$ cat src/include/ccs_pkg.sv
//****************************************************************************
// Package: constants for the transmit clock select control block
//****************************************************************************
// Holds register offsets, field positions, reset values and timing counts.
// Assumes an APB master with 12-bit byte addresses and 32-bit data.
//
// Functional notes
// RL1: A zero-to-one change of violation_inject inserts exactly one line code violation.
// RL2: line_standard_select zero runs E1, one runs T1; resets to zero.
// RL3: Sync bit aligns every transmit frame to the 8kHz PLL reference; resets zero.
// RL4: Sync bit in the first channel's register acts for all eight channels.
// RL5: 8kHz alignment applies only while the PLL is the selected timing source.
// RL6: Fallback enable swaps line clock for PLL while recovery lost; resets one.
// RL7: Clock-loss status is detected only while fallback enable is set.
// RL8: Source 00/11 line clock, 01 external pin input, 10 PLL; pin output otherwise.
// RL9: Every read-write bit, reserved ones included, reads back as last written.
package ccs_pkg;

    //************************************************************************
    // Geometry
    //************************************************************************
    localparam int NUM_CH = 8;
    localparam int ADDR_W = 12;
    localparam int DATA_W = 32;
    localparam int CSR_W = 8;

    //************************************************************************
    // Register byte offsets
    //************************************************************************
    localparam logic [ADDR_W-1:0] CSR_BASE = 12'h100;
    localparam logic [ADDR_W-1:0] CSR_LAST = 12'h11C;
    localparam logic [ADDR_W-1:0] INT_STATUS_ADDR = 12'h200;
    localparam logic [ADDR_W-1:0] INT_ENABLE_ADDR = 12'h204;
    localparam logic [ADDR_W-1:0] INT_CLEAR_ADDR = 12'h208;
    localparam logic [ADDR_W-1:0] TIMING_STATE_ADDR = 12'h20C;

    //************************************************************************
    // Channel clock select fields and reset value
    //************************************************************************
    localparam int SRC_LSB = 0;
    localparam int SRC_MSB = 1;
    localparam int FALLBACK_BIT = 4;
    localparam int SYNC_BIT = 5;
    localparam int STD_BIT = 6;
    localparam int INJECT_BIT = 7;
    localparam logic [CSR_W-1:0] CSR_RESET = 8'h11;

    // Timing source encodings
    localparam logic [1:0] SRC_LINE = 2'h0;
    localparam logic [1:0] SRC_EXT = 2'h1;
    localparam logic [1:0] SRC_PLL = 2'h2;
    localparam logic [1:0] SRC_LINE_ALT = 2'h3;

    //************************************************************************
    // Timing
    //************************************************************************
    localparam int CLK_PERIOD_NS = 50;
    localparam int FRAME_PERIOD_NS = 125000;
    localparam int FRAME_CYCLES = FRAME_PERIOD_NS / CLK_PERIOD_NS;
    localparam int FRAME_CNT_W = 12;
    localparam logic [FRAME_CNT_W-1:0] FRAME_LAST = FRAME_CNT_W'(FRAME_CYCLES - 1);

    // Fallback state of one channel
    typedef enum logic {
        FB_NORMAL,
        FB_ON_PLL
    } ccs_fb_state_t;

endpackage

$ cat src/hw/ccs_chan_ctl.sv
// Per-channel transmit timing control: source choice, fallback, LCV, alignment.
// Assumes its register value and line status are synchronous to core_clk.
`timescale 1ns/1ps
module ccs_chan_ctl
    import ccs_pkg::*;
(
    input wire logic core_clk,
    input wire logic rst,
    input wire logic [CSR_W-1:0] csrVal,
    input wire logic syncAllEn,
    input wire logic frameTick,
    input wire logic clkLost,
    output logic [1:0] txTimingSel,
    output logic serialClkOe,
    output logic t1Mode,
    output logic lcvPulse,
    output logic alignPulse,
    output logic lossEvent,
    output logic onFallback
);

    ccs_fb_state_t fbState_r;
    ccs_fb_state_t fbState_nxt;
    logic injectPrev_r;
    logic lostPrev_r;
    logic lineSel;
    logic fallbackEn;

    assign lineSel = (csrVal[SRC_MSB:SRC_LSB] == SRC_LINE) ||
                     (csrVal[SRC_MSB:SRC_LSB] == SRC_LINE_ALT); // [RL8]
    assign fallbackEn = csrVal[FALLBACK_BIT];

    // Fallback state: leave the line clock while recovery is lost
    always_comb begin
        fbState_nxt = fbState_r;
        unique case (fbState_r)
            FB_NORMAL: begin
                if (lineSel && fallbackEn && clkLost) begin
                    fbState_nxt = FB_ON_PLL; // [RL6]
                end
            end
            FB_ON_PLL: begin
                if (!clkLost || !lineSel || !fallbackEn) begin
                    fbState_nxt = FB_NORMAL; // [RL6]
                end
            end
        endcase
    end

    always_ff @(posedge core_clk) begin
        if (rst) begin
            fbState_r <= FB_NORMAL;
        end else begin
            fbState_r <= fbState_nxt;
        end
    end

    // Effective source and pin direction
    always_ff @(posedge core_clk) begin
        if (rst) begin
            txTimingSel <= SRC_EXT;
            serialClkOe <= 1'b0;
            t1Mode <= 1'b0;
        end else begin
            if (!lineSel) begin
                txTimingSel <= csrVal[SRC_MSB:SRC_LSB]; // [RL8]
            end else if (fbState_nxt == FB_ON_PLL) begin
                txTimingSel <= SRC_PLL; // [RL6]
            end else begin
                txTimingSel <= SRC_LINE; // [RL8]
            end
            serialClkOe <= (csrVal[SRC_MSB:SRC_LSB] != SRC_EXT); // [RL8]
            t1Mode <= csrVal[STD_BIT]; // [RL2]
        end
    end

    // Single violation on a rising inject bit only
    always_ff @(posedge core_clk) begin
        if (rst) begin
            injectPrev_r <= 1'b0;
            lcvPulse <= 1'b0;
        end else begin
            injectPrev_r <= csrVal[INJECT_BIT];
            lcvPulse <= csrVal[INJECT_BIT] && !injectPrev_r; // [RL1]
        end
    end

    // Frame alignment only when the PLL is the configured source
    always_ff @(posedge core_clk) begin
        if (rst) begin
            alignPulse <= 1'b0;
        end else begin
            alignPulse <= frameTick && syncAllEn &&
                          (csrVal[SRC_MSB:SRC_LSB] == SRC_PLL); // [RL3] [RL5]
        end
    end

    // Loss event detected only while fallback is enabled
    always_ff @(posedge core_clk) begin
        if (rst) begin
            lostPrev_r <= 1'b0;
            lossEvent <= 1'b0;
        end else begin
            lostPrev_r <= clkLost;
            lossEvent <= clkLost && !lostPrev_r && fallbackEn; // [RL7]
        end
    end

    assign onFallback = (fbState_r == FB_ON_PLL);

endmodule // ccs_chan_ctl

$ cat src/hw/ccs_clock_select.sv
// Eight-channel transmit clock select block with APB register access.
// Assumes an APB master on core_clk and line status inputs synchronous to it.
//
// The APB interface to the registers is this design's own decision.
`timescale 1ns/1ps
module ccs_clock_select
    import ccs_pkg::*;
(
    input wire logic core_clk,
    input wire logic rst,
    input wire logic psel,
    input wire logic penable,
    input wire logic pwrite,
    input wire logic [ADDR_W-1:0] paddr,
    input wire logic [DATA_W-1:0] pwdata,
    input wire logic [3:0] pstrb,
    output logic [DATA_W-1:0] prdata,
    output logic pready,
    output logic pslverr,
    input wire logic [NUM_CH-1:0] clkRecoveryLost,
    output logic [2*NUM_CH-1:0] txTimingSel,
    output logic [NUM_CH-1:0] txSerialClockPinOe,
    output logic [NUM_CH-1:0] lineStandardT1,
    output logic [NUM_CH-1:0] lineTxPairViolation,
    output logic [NUM_CH-1:0] txFrameAlign,
    output logic irq
);

    //************************************************************************
    // Declarations
    //************************************************************************
    logic [CSR_W-1:0] chanCsr_r [NUM_CH];
    logic [NUM_CH-1:0] intStatus_r;
    logic [NUM_CH-1:0] intEnable_r;
    logic [NUM_CH-1:0] lossEvent;
    logic [NUM_CH-1:0] onFallback;
    logic [FRAME_CNT_W-1:0] frameCnt_r;
    logic frameTick;
    logic setupPhase;
    logic accessWrite;
    logic csrHit;
    logic [2:0] csrIdx;
    logic knownAddr;
    logic [NUM_CH-1:0] clearMask;
    logic [DATA_W-1:0] readValue;

    //************************************************************************
    // APB decode
    //************************************************************************
    // Setup marks the cycle before access; writes land at the access edge
    assign setupPhase = psel && !penable;
    assign accessWrite = psel && penable && pwrite && !pslverr;
    assign csrHit = (paddr >= CSR_BASE) && (paddr <= CSR_LAST) && (paddr[1:0] == 2'h0);
    assign csrIdx = paddr[4:2];

    // Known addresses of the map
    always_comb begin
        knownAddr = csrHit;
        if (paddr == INT_STATUS_ADDR || paddr == INT_ENABLE_ADDR ||
            paddr == INT_CLEAR_ADDR || paddr == TIMING_STATE_ADDR) begin
            knownAddr = 1'b1;
        end
    end

    // Zero wait states
    assign pready = psel && penable;

    //************************************************************************
    // Read data and error response
    //************************************************************************
    // Read value chosen from the address
    always_comb begin
        readValue = 32'h0000_0000;
        if (csrHit) begin
            readValue = {24'h00_0000, chanCsr_r[csrIdx]}; // [RL9]
        end else if (paddr == INT_STATUS_ADDR) begin
            readValue = {24'h00_0000, intStatus_r};
        end else if (paddr == INT_ENABLE_ADDR) begin
            readValue = {24'h00_0000, intEnable_r};
        end else if (paddr == TIMING_STATE_ADDR) begin
            readValue = {16'h0000, clkRecoveryLost, onFallback};
        end
    end

    // Response captured in setup, held through the access phase
    always_ff @(posedge core_clk) begin
        if (rst) begin
            prdata <= 32'h0000_0000;
            pslverr <= 1'b0;
        end else if (setupPhase) begin
            prdata <= pwrite ? 32'h0000_0000 : readValue;
            pslverr <= !knownAddr || (!pwrite && paddr == INT_CLEAR_ADDR);
        end
    end

    //************************************************************************
    // Channel clock select registers
    //************************************************************************
    // Per-channel register with byte-lane 0 strobe
    always_ff @(posedge core_clk) begin
        if (rst) begin
            for (int i = 0; i < NUM_CH; i++) begin
                chanCsr_r[i] <= CSR_RESET; // [RL2] [RL3] [RL6]
            end
        end else if (accessWrite && csrHit && pstrb[0]) begin
            chanCsr_r[csrIdx] <= pwdata[CSR_W-1:0]; // [RL9]
        end
    end

    //************************************************************************
    // Interrupt registers
    //************************************************************************
    // Enable register
    always_ff @(posedge core_clk) begin
        if (rst) begin
            intEnable_r <= 8'h00;
        end else if (accessWrite && paddr == INT_ENABLE_ADDR && pstrb[0]) begin
            intEnable_r <= pwdata[NUM_CH-1:0];
        end
    end

    // Write-one-to-clear mask, only on the access edge
    assign clearMask = (accessWrite && paddr == INT_CLEAR_ADDR && pstrb[0]) ?
                       pwdata[NUM_CH-1:0] : 8'h00;

    // Sticky status; a new event wins over a clear in the same cycle
    always_ff @(posedge core_clk) begin
        if (rst) begin
            intStatus_r <= 8'h00;
        end else begin
            intStatus_r <= (intStatus_r & ~clearMask) | lossEvent; // [RL7]
        end
    end

    // Level interrupt
    always_ff @(posedge core_clk) begin
        if (rst) begin
            irq <= 1'b0;
        end else begin
            irq <= |((intStatus_r & ~clearMask | lossEvent) & intEnable_r);
        end
    end

    //************************************************************************
    // 8kHz frame reference from the PLL-derived clock
    //************************************************************************
    // One-cycle tick every 125 us
    always_ff @(posedge core_clk) begin
        if (rst) begin
            frameCnt_r <= '0;
        end else if (frameCnt_r == FRAME_LAST) begin
            frameCnt_r <= '0;
        end else begin
            frameCnt_r <= frameCnt_r + 12'h001;
        end
    end

    assign frameTick = (frameCnt_r == FRAME_LAST); // [RL3]

    //************************************************************************
    // Channels
    //************************************************************************
    // Channel 0 sync bit governs all channels
    generate
        for (genvar ch = 0; ch < NUM_CH; ch++) begin : g_chan
            ccs_chan_ctl u_chan (
                .core_clk(core_clk),
                .rst(rst),
                .csrVal(chanCsr_r[ch]),
                .syncAllEn(chanCsr_r[0][SYNC_BIT]), // [RL4]
                .frameTick(frameTick),
                .clkLost(clkRecoveryLost[ch]),
                .txTimingSel(txTimingSel[2*ch+1:2*ch]),
                .serialClkOe(txSerialClockPinOe[ch]),
                .t1Mode(lineStandardT1[ch]),
                .lcvPulse(lineTxPairViolation[ch]),
                .alignPulse(txFrameAlign[ch]),
                .lossEvent(lossEvent[ch]),
                .onFallback(onFallback[ch])
            );
        end
    endgenerate

endmodule // ccs_clock_select

$ cat config.mk
export PLATFORM = sky130hd
export DESIGN_NAME = ccs_clock_select
export DESIGN_NICKNAME = d
export VERILOG_FILES = /design/src/include/ccs_pkg.sv /design/src/hw/ccs_chan_ctl.sv /design/src/hw/ccs_clock_select.sv
export SDC_FILE = /design/constraint.sdc
export NUM_CORES = 1
export LEC_CHECK = 0
export BUFFER_PORTS_ARGS = -buffer_cell sky130_fd_sc_hd__buf_2
export CAP_MARGIN = 25
export CORE_MARGIN = 3
export CORE_UTILIZATION = 30
export CTS_BUF_LIST = sky130_fd_sc_hd__clkbuf_4
export DETAILED_ROUTE_END_ITERATION = 7
export PLACE_DENSITY_LB_ADDON = 0.08
export SLEW_MARGIN = 20
export SYNTH_ARGS = -nofsm -noshare
export SYNTH_HDL_FRONTEND = slang
export SYNTH_SLANG_ARGS = --single-unit
$ cat constraint.sdc
create_clock -name core_clk -period 2.9 [get_ports core_clk]
set_input_delay 0.29 -clock core_clk [delete_from_list [all_inputs] [get_ports core_clk]]
set_output_delay 0.29 -clock core_clk [all_outputs]
set_load 0.05 [all_outputs]
# Word level (Yosys, flattened, before mapping)
# Memory sizes are Yosys's and may differ from the RTL's.
# Cells that the tools add are included.
# op_classes
order_cmp,2
bitwise_logic,12
n_eq_ne,29
reduce_logical,146
n_mux,55
addsub,1
# op_table
cell,count
16-bit 2-to-1 mux,4
1-bit logical AND,62
12-bit by 10-bit == test with 1-bit output (second input constant),4
1-bit zero test,44
2-bit == test (second input constant),16
2-bit 2-to-1 mux,16
32-bit 2-to-1 mux,1
1-bit logical OR,28
1-bit 2-to-1 mux,23
2-bit zero test,9
8-bit bitwise AND,2
8-bit 2-to-1 mux,2
2-bit by 1-bit inequality test with 1-bit output (second input constant),8
1-bit case mux with 2 select lines,8
8-bit OR reduction,2
12-bit by 1-bit adder with 12-bit output (second input constant),1
12-bit == test (second input constant),1
12-bit by 9-bit greater-or-equal comparator with 1-bit output (second input constant),1
12-bit by 9-bit <= comparator with 1-bit output (second input constant),1
1-bit NOT,8
8-bit NOT,1
8-bit bitwise OR,1
3-bit 2-to-1 mux,1
2-bit OR reduction,1
# totals
mem_bits_rw,64
elab_cells,324
ff_bits,142
inputBits,61
memories,1
# memory_table
name,depth,word_bits,read_ports,rd_ports_with_merged_regs,wr,line,text
chanCsr_r,8,8,9,0,8,ccs_clock_select.sv:32,logic [CSR_W-1:0] chanCsr_r [NUM_CH];

# Depth between registers and ports, before layout
# Gate-level depths: netlist of run 1.
# logic_depth
ltp_word,11
mapped_depth,7

# By module
# Synthesis of run 1 repeated with hierarchy kept, for this count alone.
# hier_totals
cells_unflattened,677
hier_area_um2,7910.1
# modules_own_cells
module,area_each_um2,instances,cells_per_inst,seq_area_each_um2
ccs_clock_select,5267.6,1,461,2842.7
ccs_chan_ctl,330.3,8,27,200.2

# Least setup slack after synthesis of run 1
# Ideal clock, no wire load.
# synth_path
path_kind,input -> register
from,in paddr[9]
to,mem chanCsr_r[2][0] (enable)
slack_ps,831
n_path_buf,0
setup_ps,309
arrival_ps,1760
path_stages,5
cell_sequence,or4b_1 -> nor2_1 -> nand3b_4 -> nor2_1 -> or2_2
# synth_rtl
item,line,text
"start, declared",ccs_clock_select.sv:14,"input wire logic [ADDR_W-1:0] paddr,"
"end, declared",ccs_clock_select.sv:32,

==> reports/results.txt, run 1 <==
The period utilization was 0.677; the number of top-level pins was 144. The most common cell after layout, fill and taps aside is dfxtp_1. The fraction of the mapped netlist area in simple logic gates is 0.205, and the cell count after synthesis is 710. The run gives 0 as the count of final max-slew check failures.

The first global-routing pass estimated 33000 um of wire. The fraction of layout instances using a drive strength above 1 works out to 0.245. Dividing the detail-routed wire length by the instance count gives 18.8 um. Leaving out fill and tap cells, the most frequent cells in the layout are dfxtp_1 (126), buf_2 (100), nor2_1 (68). The worst hold path belongs to the class in -> reg. The combinational family with the most area after synthesis is simple AND/OR/NAND/NOR gates. In the final timing run, aggregate negative setup slack is 0 ns. The number of distinct library cells after synthesis was 54; the core box area was 0.0263 mm2.

Counting every sink on the clock net gives 190. The worst-case clock skew came out at 0.0253 ns. The signal on the critical path passes through nor4b_4, nand3_4, nor2_1, or2_2. The mux share of post-synthesis cell area was 0.0631; the number of failing hold endpoints at the final stage was 0. The die covers 0.0290 mm2. The delay of the slowest cell on the worst path is 0.54 ns, and the first-iteration detailed-routing DRC count is 282.

Critical path launch point type: a register. The H-tree was split into 4 levels. The design draws 4.77 mW. The tools report the maximum number of pins on one net before global-route repair as 87. The site row count is 59.

The share of the synthesized area in compound gates (AO/OA/AOI/OAI) was 0.0600; the via count of the first global-routing pass was 5492. The synthesis-stage register bit count works out to 190. The worst slew margin relative to its limit is 0.445, and the slew at the pin closest to its max-slew limit is 0.825 ns. The flow ran to the end, and the final reports show no timing, DRC or antenna violations.

The tools report the sequential share of the synthesized area as 0.549. Summed over all layers, the routed wires come to 21500 um. The tree is rooted in a clkbuf_4. Using the TritonRoute via totals, the vias-per-cell ratio works out to 4.65. The tools report the detailed-route DRC error count as 0. The tools report the endpoint kind of the worst setup timing path as a register. The critical-path maximum fanout is 10.

The placer congestion estimate is 0.818. The tools report the first-pass detailed-route iteration total as 6. The worst-case vdd ir drop is 0.000225 V, and the data arrival time at the worst-slack endpoint is 2.23 ns. The initial antenna violation count is 1. The prevailing post-synth register cell was dfxtp_1. Compared with the post-synthesis result, the final layout area differs by 13.0%. Total clock buffers created by CTS: 17.

The width of the die is 170 um. Dividing total power by cell area gives a power density of 522 mW/mm2. The share of the synthesized netlist area taken by xor and xnor gates was 0.0108; the worst-case clock buffer depth was 2.

Setup repair after global routing left no endpoint under its margin. The run gives 2648 as the filler cell count. Counting flops with a built-in enable in the synthesized netlist gives 64. Counting I/O delays and the setup requirement, the final critical path takes 1.96 ns. The die boundary height is 170 um, and the number of nets still failing antenna checks after routing is 0. The HPWL after detailed placement is 15500 um. Initial core utilization: 0.308.

The number of buffers inserted by port buffering was 100. The total vias in the final route came out at 5323. The critical path is of the reg -> reg type. Dividing the synthesized area by the synthesized cell count gives 11.4 um2. The clock latency on the worst-skew pair is 0.56 ns. After clock tree synthesis, the clock-pin slew on the worst setup and hold paths is 0.16 ns. The Yosys step of the flow raised 0 warnings. For the static power due to leakage, the log shows 3.82 nW. The slowest stage of the critical path belongs to the cell nor4b_4. For the total track usage, the log shows 0.152.

TritonCTS built the clock tree. The run gives 0.00809 mm2 as the combined area of all synthesized cells. After the last flow step, the layout net total stands at 880. Summed over all layers, the global routing overflow is 0. The number of max-cap violations is 0. At the worst endpoint, the required time is 3.16 ns. The maximum clock frequency was 509 MHz; the number of setup violations in the final report was 0.

The number of buffers added for setup after CTS is 0, and the post-synthesis async set-or-reset flop share is 0. The synthesized-area fraction occupied by adder cells is 0.0386.
## worst paths after layout
check	end	slack [ns]	cells past startpoint	from
setup reg to reg	chanCsr_r[5][7]$_SDFFCE_PN0P_	0.94	4	pslverr$_SDFFE_PP0P_
hold / removal	intEnable_r[3]$_SDFFE_PP0P_	0.11	3	pwdata[3]
hold reg to reg	g_chan[2].u_chan.lcvPulse$_SDFF_PP0_	0.37	1	g_chan[2].u_chan.injectPrev_r$_SDFF_PP0_
setup / recovery	chanCsr_r[5][7]$_SDFFCE_PN0P_	0.94	4	pslverr$_SDFFE_PP0P_
## synthesized netlist by cell type (2+ instances only)
| cell | n | share of area |
|---|---|---|
| a41oi_1 | 6 | 0.0065 |
| and4b_1 | 2 | 0.0025 |
| mux4_2 | 16 | 0.045 |
| and3_1 | 9 | 0.0070 |
| clkbuf_1 | 16 | 0.0074 |
| buf_2 | 10 | 0.0062 |
| or3_1 | 12 | 0.0093 |
| ha_1 | 25 | 0.039 |
| nor3_1 | 2 | 0.0012 |
| nand4_1 | 2 | 0.0015 |
| a21oi_1 | 18 | 0.011 |
| a21o_1 | 6 | 0.0056 |
| edfxtp_1 | 64 | 0.24 |
| and2_1 | 57 | 0.044 |
| nor4_2 | 2 | 0.0031 |
| nor2_1 | 68 | 0.032 |
| nor4b_1 | 2 | 0.0022 |
| o21ai_0 | 8 | 0.0049 |
| a32o_1 | 8 | 0.0099 |
| xor2_1 | 7 | 0.0076 |
| nor2b_1 | 35 | 0.027 |
| a22oi_1 | 8 | 0.0074 |
| buf_1 | 7 | 0.0032 |
| nand2_1 | 22 | 0.010 |
| buf_4 | 48 | 0.045 |
| nand2b_1 | 12 | 0.0093 |
| inv_1 | 24 | 0.011 |
| or2_2 | 16 | 0.012 |
| xnor2_1 | 3 | 0.0032 |
| dfxtp_1 | 126 | 0.31 |
| mux2i_1 | 15 | 0.019 |
| nand3_1 | 16 | 0.0099 |
| a221o_1 | 8 | 0.0099 |
| nand4b_1 | 9 | 0.0097 |
| nor3_4 | 2 | 0.0040 |
## through the flow
step / util / hold WS, ns / cells / setup slack (ns) / instance area (um2)
after floorplan: - / 0.367 / 725 / 0.831 / 8150
after detailed placement: 0.334 / 0.377 / 1102 / 0.523 / 8770
after global placement: 0.334 / 0.373 / 1102 / 0.548 / 8770
final: 0.348 / 0.106 / 1144 / 0.935 / 9150
after global routing: 0.348 / 0.0389 / 1144 / 0.794 / 9150
after CTS: 0.348 / 0.0344 / 1142 / 0.896 / 9140
## critical path, delay by kind of cell (launching register included)
family | cells | cell delay, ns
simple gates | 4 | 1.31
flops | 1 | 0.37
## timing repair
action                                 in CTS  in global routing
hold buffers                                8                  0
setup endpoints to repair                   0                  0
endpoints found under the hold margin      13                  0
resized for setup                           0                  0
## sequential cells by signal, indices dropped and copies added, names as in the netlist
signal                      cells
chanCsr_r                      64
frameCnt_r                     12
g_chan.u_chan.alignPulse        8
g_chan.u_chan.injectPrev_r      8
g_chan.u_chan.lcvPulse          8
g_chan.u_chan.lossEvent         8
g_chan.u_chan.lostPrev_r        8
g_chan.u_chan.onFallback        8
g_chan.u_chan.serialClkOe       8
g_chan.u_chan.t1Mode            8
g_chan.u_chan.txTimingSel      16
intEnable_r                     8
intStatus_r                     8
irq                             1
prdata                         16
pslverr                         1
## cell type report
type	instances	area, um2	area share
flip-flops and latches	190	4440	0.486
repair buffers	131	778	0.0851
clock buffers	18	135	0.0148
diodes	2	5.00	0.000547
well taps	335	419	0.0458
clock inverters	14	155	0.0170
inverters	24	90.1	0.00985
multi-input cells	430	3120	0.341
## cell families after synthesis
| logic type | Yosys count |
|---|---|
| adders and majority gates | 25 |
| DFF | 190 |
| and+or+nand+nor | 281 |
| other | 1 |
| buffers and inverters | 105 |
| muxes | 31 |
| AOI/OAI and AO/OA | 67 |
| xor gates and xnor gates | 10 |
## report_power, final
part	total (mW)	internal (mW)	switching, mW	leakage (nW)
Combinational	0.435	0.125	0.310	2.01
Sequential	2.86	2.82	0.0380	1.65
Clock	1.48	0.541	0.937	0.165
Total	4.77	3.48	1.29	3.82
## routing by layer
| metal | share of wire | vias up | GRT usage |
|---|---|---|---|
| met5 | 0 | - | 0 |
| met4 | 0.0045 | 0 | 0.0303 |
| met3 | 0.046 | 5 | 0.0321 |
| met2 | 0.48 | 112 | 0.254 |
| met1 | 0.47 | 2651 | 0.205 |
| li1 | - | 2555 | - |
(Power assumes the default switching activity.)
==> inputs of run 2 (changes only) <==
==> constraint.sdc (replaced) <==
create_clock -name core_clk -period 2 [get_ports core_clk]
set_input_delay 0.2 -clock core_clk [delete_from_list [all_inputs] [get_ports core_clk]]
set_output_delay 0.2 -clock core_clk [all_outputs]
set_load 0.05 [all_outputs]
==> run 2 against run 1 <==
Against the previous run: global-route usage decreased by 0.077 points; non-clock buffer count increased by 19; clock power increased by 49%; total power increased by 47%; setup slack got worse by 0.77 ns; sequential cell count unchanged; routed wire length decreased by 1.2%; count of clock-buffer cells in the layout decreased by 1; critical path type is now in -> reg; largest cell class unchanged; highest routed layer unchanged.
==> reports/results.txt, run 2 (synthesis results as in run 1) <==
The number of placed instances, taps included was 1112 (+0.91%); the number of top-level pins was 144 (unchanged). The post-detailed-route wirelength per cell is 18.3 um (-2.8%). The library cell used most frequently in the layout, excluding fill and tap cells, is dfxtp_1.

The worst-case vdd ir drop is 0.000303 V (+35%). Maximum clock frequency: 545 MHz. The data arrival time at the worst-slack endpoint is 2.10 ns (-0.13 ns), and the die boundary height is 170 um (unchanged). The tools report the least setup slack across all paths after layout as 0.167 ns (-0.769 ns). The first-pass GRT wire length is 33000 um (about the same), and the worst-case clock buffer depth is 2 (unchanged). The critical-path maximum fanout was 10 (unchanged). In the layout the commonest cells are dfxtp_1 (126), buf_2 (100), nor2_1 (68). Width of the die: 170 um (unchanged). The run gives 0.0402 ns (+0.0149 ns) as the worst-case clock skew. The run gives 0.151 (-0.000771) as the total track usage.

The detailed-route vias per instance was 4.57 (-1.8%). For the initial antenna violation count, the log shows 1 (unchanged). Number of hold buffers added after cts: 17 (+9).

For the full die area, the log shows 0.0290 mm2 (unchanged). The worst path required time is 2.27 ns (-0.89 ns). The tools report the detailed-route DRC error count as 0 (unchanged). The tools report the total clock buffers created by CTS as 17 (unchanged).

The clock latency on the worst-skew pair is 0.59 ns (+0.03 ns). The worst slew margin relative to its limit came out at 0.595 (+0.150). The flip-flop count of the largest register, all copies and words added was 64 (unchanged); the final routed wirelength across all metal layers was 21300 um (-1.2%). The number of buffers inserted by port buffering was 100 (unchanged); the slack of the worst reg-to-reg path was 0.26 ns (-0.68 ns). The tools report the site row count as 59 (unchanged). The min-delay analysis places its worst path in the category in -> reg. The worst register-to-register path begins at pslverr$_SDFFE_PP0P_. The post-CTS resize count was 0 (unchanged). Critical path class: in -> reg.

The tools report the placer congestion estimate as 0.817 (-0.16%). Setup repair after global routing left no endpoint under its margin. The fraction of layout instances using a drive strength above 1 works out to 0.253 (+0.00767). The power density normalized to cell area was 749 mW/mm2 (+44%); the number of nets in the layout was 899 (+2.2%). The tools report the total power consumption of the routed design as 7.01 mW (+47%). More flip-flops sit in one register than any other, and that register is chanCsr_r. The endpoint kind of the worst setup timing path was a register. The area growth from synthesis to layout is 15.7%. The count of final max-slew check failures came out at 0 (unchanged).

The maximum number of pins on one net before global-route repair is 87 (unchanged). The slew at the pin closest to its max-slew limit is 0.605 ns (-0.220 ns). TritonCTS built the clock tree. Total grt overflow: 0 (unchanged). The largest registers in the layout are chanCsr_r: 64 flops, g_chan.u_chan.txTimingSel: 16 flops, prdata: 16 flops. The run gives 3.92 nW (+2.5%) as the static power due to leakage.

The number of setup violations in the final report is 0 (unchanged), and the number of instances on the worst hold path is 4 (+1). The endpoint identified for the worst register-to-register timing path is chanCsr_r[2][5]$_SDFFCE_PN0P_. Number of cell instances on the worst register-to-register path: 5 (+1). Core box area: 0.0263 mm2 (unchanged). The run finished with clean final reports.

The run gives -0.0944 ns (-0.617 ns) as the pre-CTS worst setup slack. The most critical setup path has its startpoint at penable. The run gives 4 (-2) as the first-pass detailed-route iteration total.

For the count of placed standard cells in the final layout, fillers left out, the log shows 1163 (+1.7%). The tools report the end of the worst hold path as pslverr$_SDFFE_PP0P_. For the clock sink count, the log shows 190 (unchanged). Clock root buffer master: clkbuf_4. The number of max-cap violations was 0 (unchanged); the first-iteration detailed-routing DRC count was 342 (+21%). The run gives 0 (unchanged) as the number of failing hold endpoints at the final stage. For the hold slack, the log shows 0.0809 ns (-0.0255 ns). Start point of the worst min-delay path: psel.

The number of H-tree levels was 4 (unchanged); the number of buffers added for setup after CTS was 0 (unchanged). Minimum clock period: 1.83 ns. The HPWL after detailed placement was 16100 um (+3.8%). The tools report the critical path launch point type as an input pin.

The initial core utilization was 0.308 (unchanged); the via count of the first global-routing pass was 5496 (+0.073%). The post-CTS clock slew at the launch and capture registers of the worst setup and hold paths came out at 0.17 ns (about the same). The period utilization was 0.917; the number of nets still failing antenna checks after routing was 0 (unchanged). For the total negative setup slack, the log shows 0 ns (unchanged). For the total vias in the final route, the log shows 5316 (-0.13%).
==> run 2: changes by cell type in the layout (fill, tap and decap cells not counted), sizes merged <==
cell and delta:
buf +10, bufinv -2, clkbuf -1, clkinv +5, clkinvlp -1, dlygate4sd3 +9, inv -1
==> run 2: final cells by class <==
class / count / area (um2)
clock inverters: 15 / 191
well taps: 335 / 419
multi-input cells: 430 / 3120
repair buffers: 150 / 968
fillers: 2666 / 16900
inverters: 24 / 90.1
flip-flops and latches: 190 / 4440
diodes: 2 / 5.00
clock buffers: 17 / 128
==> run 2: critical path, cell delays in order <==
cell           delay, ns
dlygate4sd3_1       0.53
buf_2               0.13
nand4_1             0.14
nor4b_4             0.27
buf_4               0.21
nand3b_4            0.17
nor2_1              0.16
or2_2               0.29
==> run 2: per-stage QoR <==
stage	area, um2	util
after CTS	9360	0.356
final	9370	0.356
after global routing	9360	0.356
after floorplan	8150	-
after detailed placement	8870	0.338
after global placement	8870	0.338
==> run 2: routing by layer <==
layer | track usage | wire length [um]
met4 | 0.0469 | 289
met3 | 0.0249 | 728
met5 | 0 | 0
met2 | 0.244 | 9840
met1 | 0.209 | 10400
==> run 2: worst max path at each step <==
stage | to | slack [ns] | cells past startpoint
after floorplan | chanCsr_r[2][0]$_SDFFCE_PN1P_ | 0.0001 | 4
after CTS | chanCsr_r[2][5]$_SDFFCE_PN0P_ | 0.22 | 8
final | chanCsr_r[2][5]$_SDFFCE_PN0P_ | 0.17 | 8
after detailed placement | chanCsr_r[2][7]$_SDFFCE_PN0P_ | -0.09 | 7
after global placement | chanCsr_r[7][6]$_SDFFCE_PN0P_ | -0.07 | 7
after global routing | irq$_SDFF_PP0_ | 0.09 | 9
==> run 2: power breakdown <==
| part | internal, mW | leakage (nW) | total, mW | switching [mW] |
|---|---|---|---|---|
| Combinational | 0.203 | 2.10 | 0.653 | 0.450 |
| Clock | 0.618 | 0.167 | 2.21 | 1.59 |
| Sequential | 4.09 | 1.65 | 4.15 | 0.0624 |
==> inputs of run 3 (changes only) <==
--- a/config.mk
+++ b/config.mk
@@ -12,7 +12,9 @@
 export CTS_BUF_LIST = sky130_fd_sc_hd__clkbuf_4
 export DETAILED_ROUTE_END_ITERATION = 7
 export PLACE_DENSITY_LB_ADDON = 0.08
+export SETUP_SLACK_MARGIN = 0.4
 export SLEW_MARGIN = 20
 export SYNTH_ARGS = -nofsm -noshare
 export SYNTH_HDL_FRONTEND = slang
 export SYNTH_SLANG_ARGS = --single-unit
+export TNS_END_PERCENT = 100
==> constraint.sdc (replaced) <==
create_clock -name core_clk -period 2.01 [get_ports core_clk]
set_input_delay 0.201 -clock core_clk [delete_from_list [all_inputs] [get_ports core_clk]]
set_output_delay 0.201 -clock core_clk [all_outputs]
set_load 0.05 [all_outputs]
==> run 3 against run 2 <==
Against the previous run: register-to-register slack better by 0.06 ns; critical endpoint is now chanCsr_r[1][4]$_SDFFCE_PN1P_; final area increased by 4.1%; largest cell class unchanged; combinational power rose by 7.2%; critical path type is now reg -> reg; final cell count grew 2.1%; utilization rose by 1.5 points; sequential power about the same; highest routed layer unchanged; sequential cell count unchanged; critical path depth shrank 3; hold slack worse by 0.015 ns; clock skew decreased by 0.013 ns; clock power about the same.
==> reports/results.txt, run 3 (synthesis results as in run 1) <==
Pre-CTS worst setup slack: -0.0871 ns (+0.00730 ns). Among cell families on the critical path, the largest total delay comes from simple AND/OR/NAND/NOR gates. Total grt overflow: 0 (unchanged).

For the number of H-tree levels, the log shows 4 (unchanged). The number of max-cap violations was 0 (unchanged). The critical path goes through nor4b_4, buf_6, nand3_4, nor3_4, or2_4.

The slew at the pin closest to its max-slew limit was 0.648 ns (+0.0433 ns); the data arrival time at the worst-slack endpoint was 1.99 ns (-0.11 ns). The tools report the worst path required time as 2.30 ns (+0.03 ns). The logs give 0 (unchanged) for the number of failing hold endpoints at the final stage and 87 (unchanged) for the maximum number of pins on one net before global-route repair. The number of placed instances, taps included was 1112 (unchanged); the static power due to leakage was 4.07 nW (+3.9%). The run gives 59 (unchanged) as the site row count.

The critical path class is reg -> reg. The detailed-route DRC error count is 0 (unchanged). Ranked by flip-flop count, first place goes to chanCsr_r.

The tools report the clock root buffer master as clkbuf_4. The initial antenna violation count was 1 (unchanged); the number of nets still failing antenna checks after routing was 0 (unchanged). The post-place instance area is 0.00894 mm2 (+0.82%), and the width of the die is 170 um (unchanged). The run gives 0.0263 mm2 (unchanged) as the core box area.

The number of nets in the layout is 925 (+2.9%). The critical path's slowest cell was dfxtp_4. Setup repair after global routing could not meet its margin everywhere. The share of the core filled with cells was 0.371 (+0.0147).

First-iteration detailed-routing DRC count: 374 (+9.4%). Count of final max-slew check failures: 0 (unchanged). The number of buffers inserted by port buffering works out to 100 (unchanged).

The HPWL after detailed placement was 16200 um (+0.35%); the post-detailed-route wirelength per cell was 18.9 um (+3.3%). Total vias in the final route: 5619 (+5.7%). The clock latency on the worst-skew pair is 0.58 ns (about the same). Leaving out fill and tap cells, the most frequent cells in the layout are dfxtp_1 (123), buf_2 (100), edfxtp_1 (64). The clock sink count was 190 (unchanged). The logs give 144 (unchanged) for the number of top-level pins and 590 MHz for the maximum clock frequency. The total clock buffers created by CTS came out at 17 (unchanged). The worst slew margin relative to its limit came out at 0.566 (-0.0289). TritonCTS built the clock tree.

The fraction of layout instances using a drive strength above 1 is 0.299 (+0.0463), and the first-pass detailed-route iteration total is 5 (+1). The total track usage was 0.155 (+0.00378); the area overhead of the layout relative to synthesis was 20.5%. The number of buffers and inverters on the critical path came out at 1 (-2). Class of the most critical hold timing path: in -> reg. For the number of setup violations in the final report, the log shows 0 (unchanged).

The largest registers in the layout are chanCsr_r: 64 flops, g_chan.u_chan.txTimingSel: 16 flops, prdata: 16 flops. Delay of the slowest cell on the worst path: 0.39 ns (-0.14 ns). The tools report the via count of the first global-routing pass as 5666 (+3.1%). STA classifies the critical path startpoint as a register. STA classifies the critical path endpoint as a register. The final routed wirelength across all metal layers was 22500 um (+5.5%). Die boundary height: 170 um (unchanged). The flip-flop count of the largest register, all copies and words added came out at 64 (unchanged). The post-CTS clock slew at the launch and capture registers of the worst setup and hold paths works out to 0.19 ns (+0.02 ns). The detailed-route vias per instance is 4.73 (+3.5%).

The logs give 0.0290 mm2 (unchanged) for the full die area and 0.0661 ns (-0.0147 ns) for the hold slack. The first-pass GRT wire length was 33900 um (+2.7%); the placer congestion estimate was 0.804 (-1.6%). Counting I/O delays and the setup requirement, the final critical path takes 1.69 ns. The worst-case vdd ir drop came out at 0.000307 V (+1.2%). The run finished with clean final reports.

The tools report the post-route cell area as 0.00975 mm2 (+4.1%). The initial core utilization came out at 0.308 (unchanged). The logs give 2 (unchanged) for the worst-case clock buffer depth and 0.317 ns (+0.150 ns) for the least setup slack across all paths after layout. The period utilization is 0.843.

Leaving out fill and tap cells, the most frequent cell in the layout is dfxtp_1. The critical-path maximum fanout is 8 (-2), and the power density normalized to cell area is 721 mW/mm2 (-3.7%). The worst-case clock skew was 0.0276 ns (-0.0126 ns); the count of placed standard cells in the final layout, fillers left out was 1188 (+2.1%).
[run 3: area by class of cell]
cell class,count,area (um2)
inverters,24,90.1
multi-input cells,431,3280
flip-flops and latches,190,4450
fillers,2673,16500
repair buffers,175,1200
clock buffers,17,128
clock inverters,15,180
well taps,335,419
diodes,1,2.50
[run 3: worst paths after layout]
check | slack [ns] | from | cells after the start | to
setup / recovery | 0.32 | pslverr$_SDFFE_PP0P_ | 5 | chanCsr_r[1][4]$_SDFFCE_PN1P_
hold / removal | 0.07 | pwdata[5] | 4 | intStatus_r[5]$_SDFF_PP0_
setup reg to reg | 0.32 | pslverr$_SDFFE_PP0P_ | 5 | chanCsr_r[1][4]$_SDFFCE_PN1P_
hold reg to reg | 0.39 | g_chan[3].u_chan.injectPrev_r$_SDFF_PP0_ | 1 | g_chan[3].u_chan.lcvPulse$_SDFF_PP0_
[run 3: power by group]
part / total, mW / internal [mW] / switching [mW]
Clock: 2.21 / 0.618 / 1.59
Sequential: 4.13 / 4.07 / 0.0567
Combinational: 0.700 / 0.225 / 0.475
Total: 7.03 / 4.91 / 2.12
[run 3: repair_timing]
item	in CTS	in global routing
endpoints found under the hold margin	30	0
pin swaps	5	11
hold buffers	15	0
gates cloned	1	1
setup buffers	10	16
endpoints found under the setup margin	110	156
resized for setup	11	14
[run 3: routing by layer]
metal  global-route usage  wire (um)  vias up
li1                     -          -     2662
met1                0.208      10600     2785
met2                0.257      10500      142
met3               0.0244        920       30
met4               0.0490        495        0
met5                    0          0        -
[run 3: worst register-to-register path: cells and delay by family, from the launching register on]
family,cells,cell delay [ns]
AND/OR/NAND/NOR,4,0.86
flip-flops,1,0.39
buffers and inverters,1,0.19
[run 3: through the flow]
stage	power (mW)	setup TNS, ns
detailed placement	4.86	-3.10
global placement	4.86	-2.01
CTS	7.12	0
floorplan	4.67	0
global route	7.31	0
finish	7.03	0
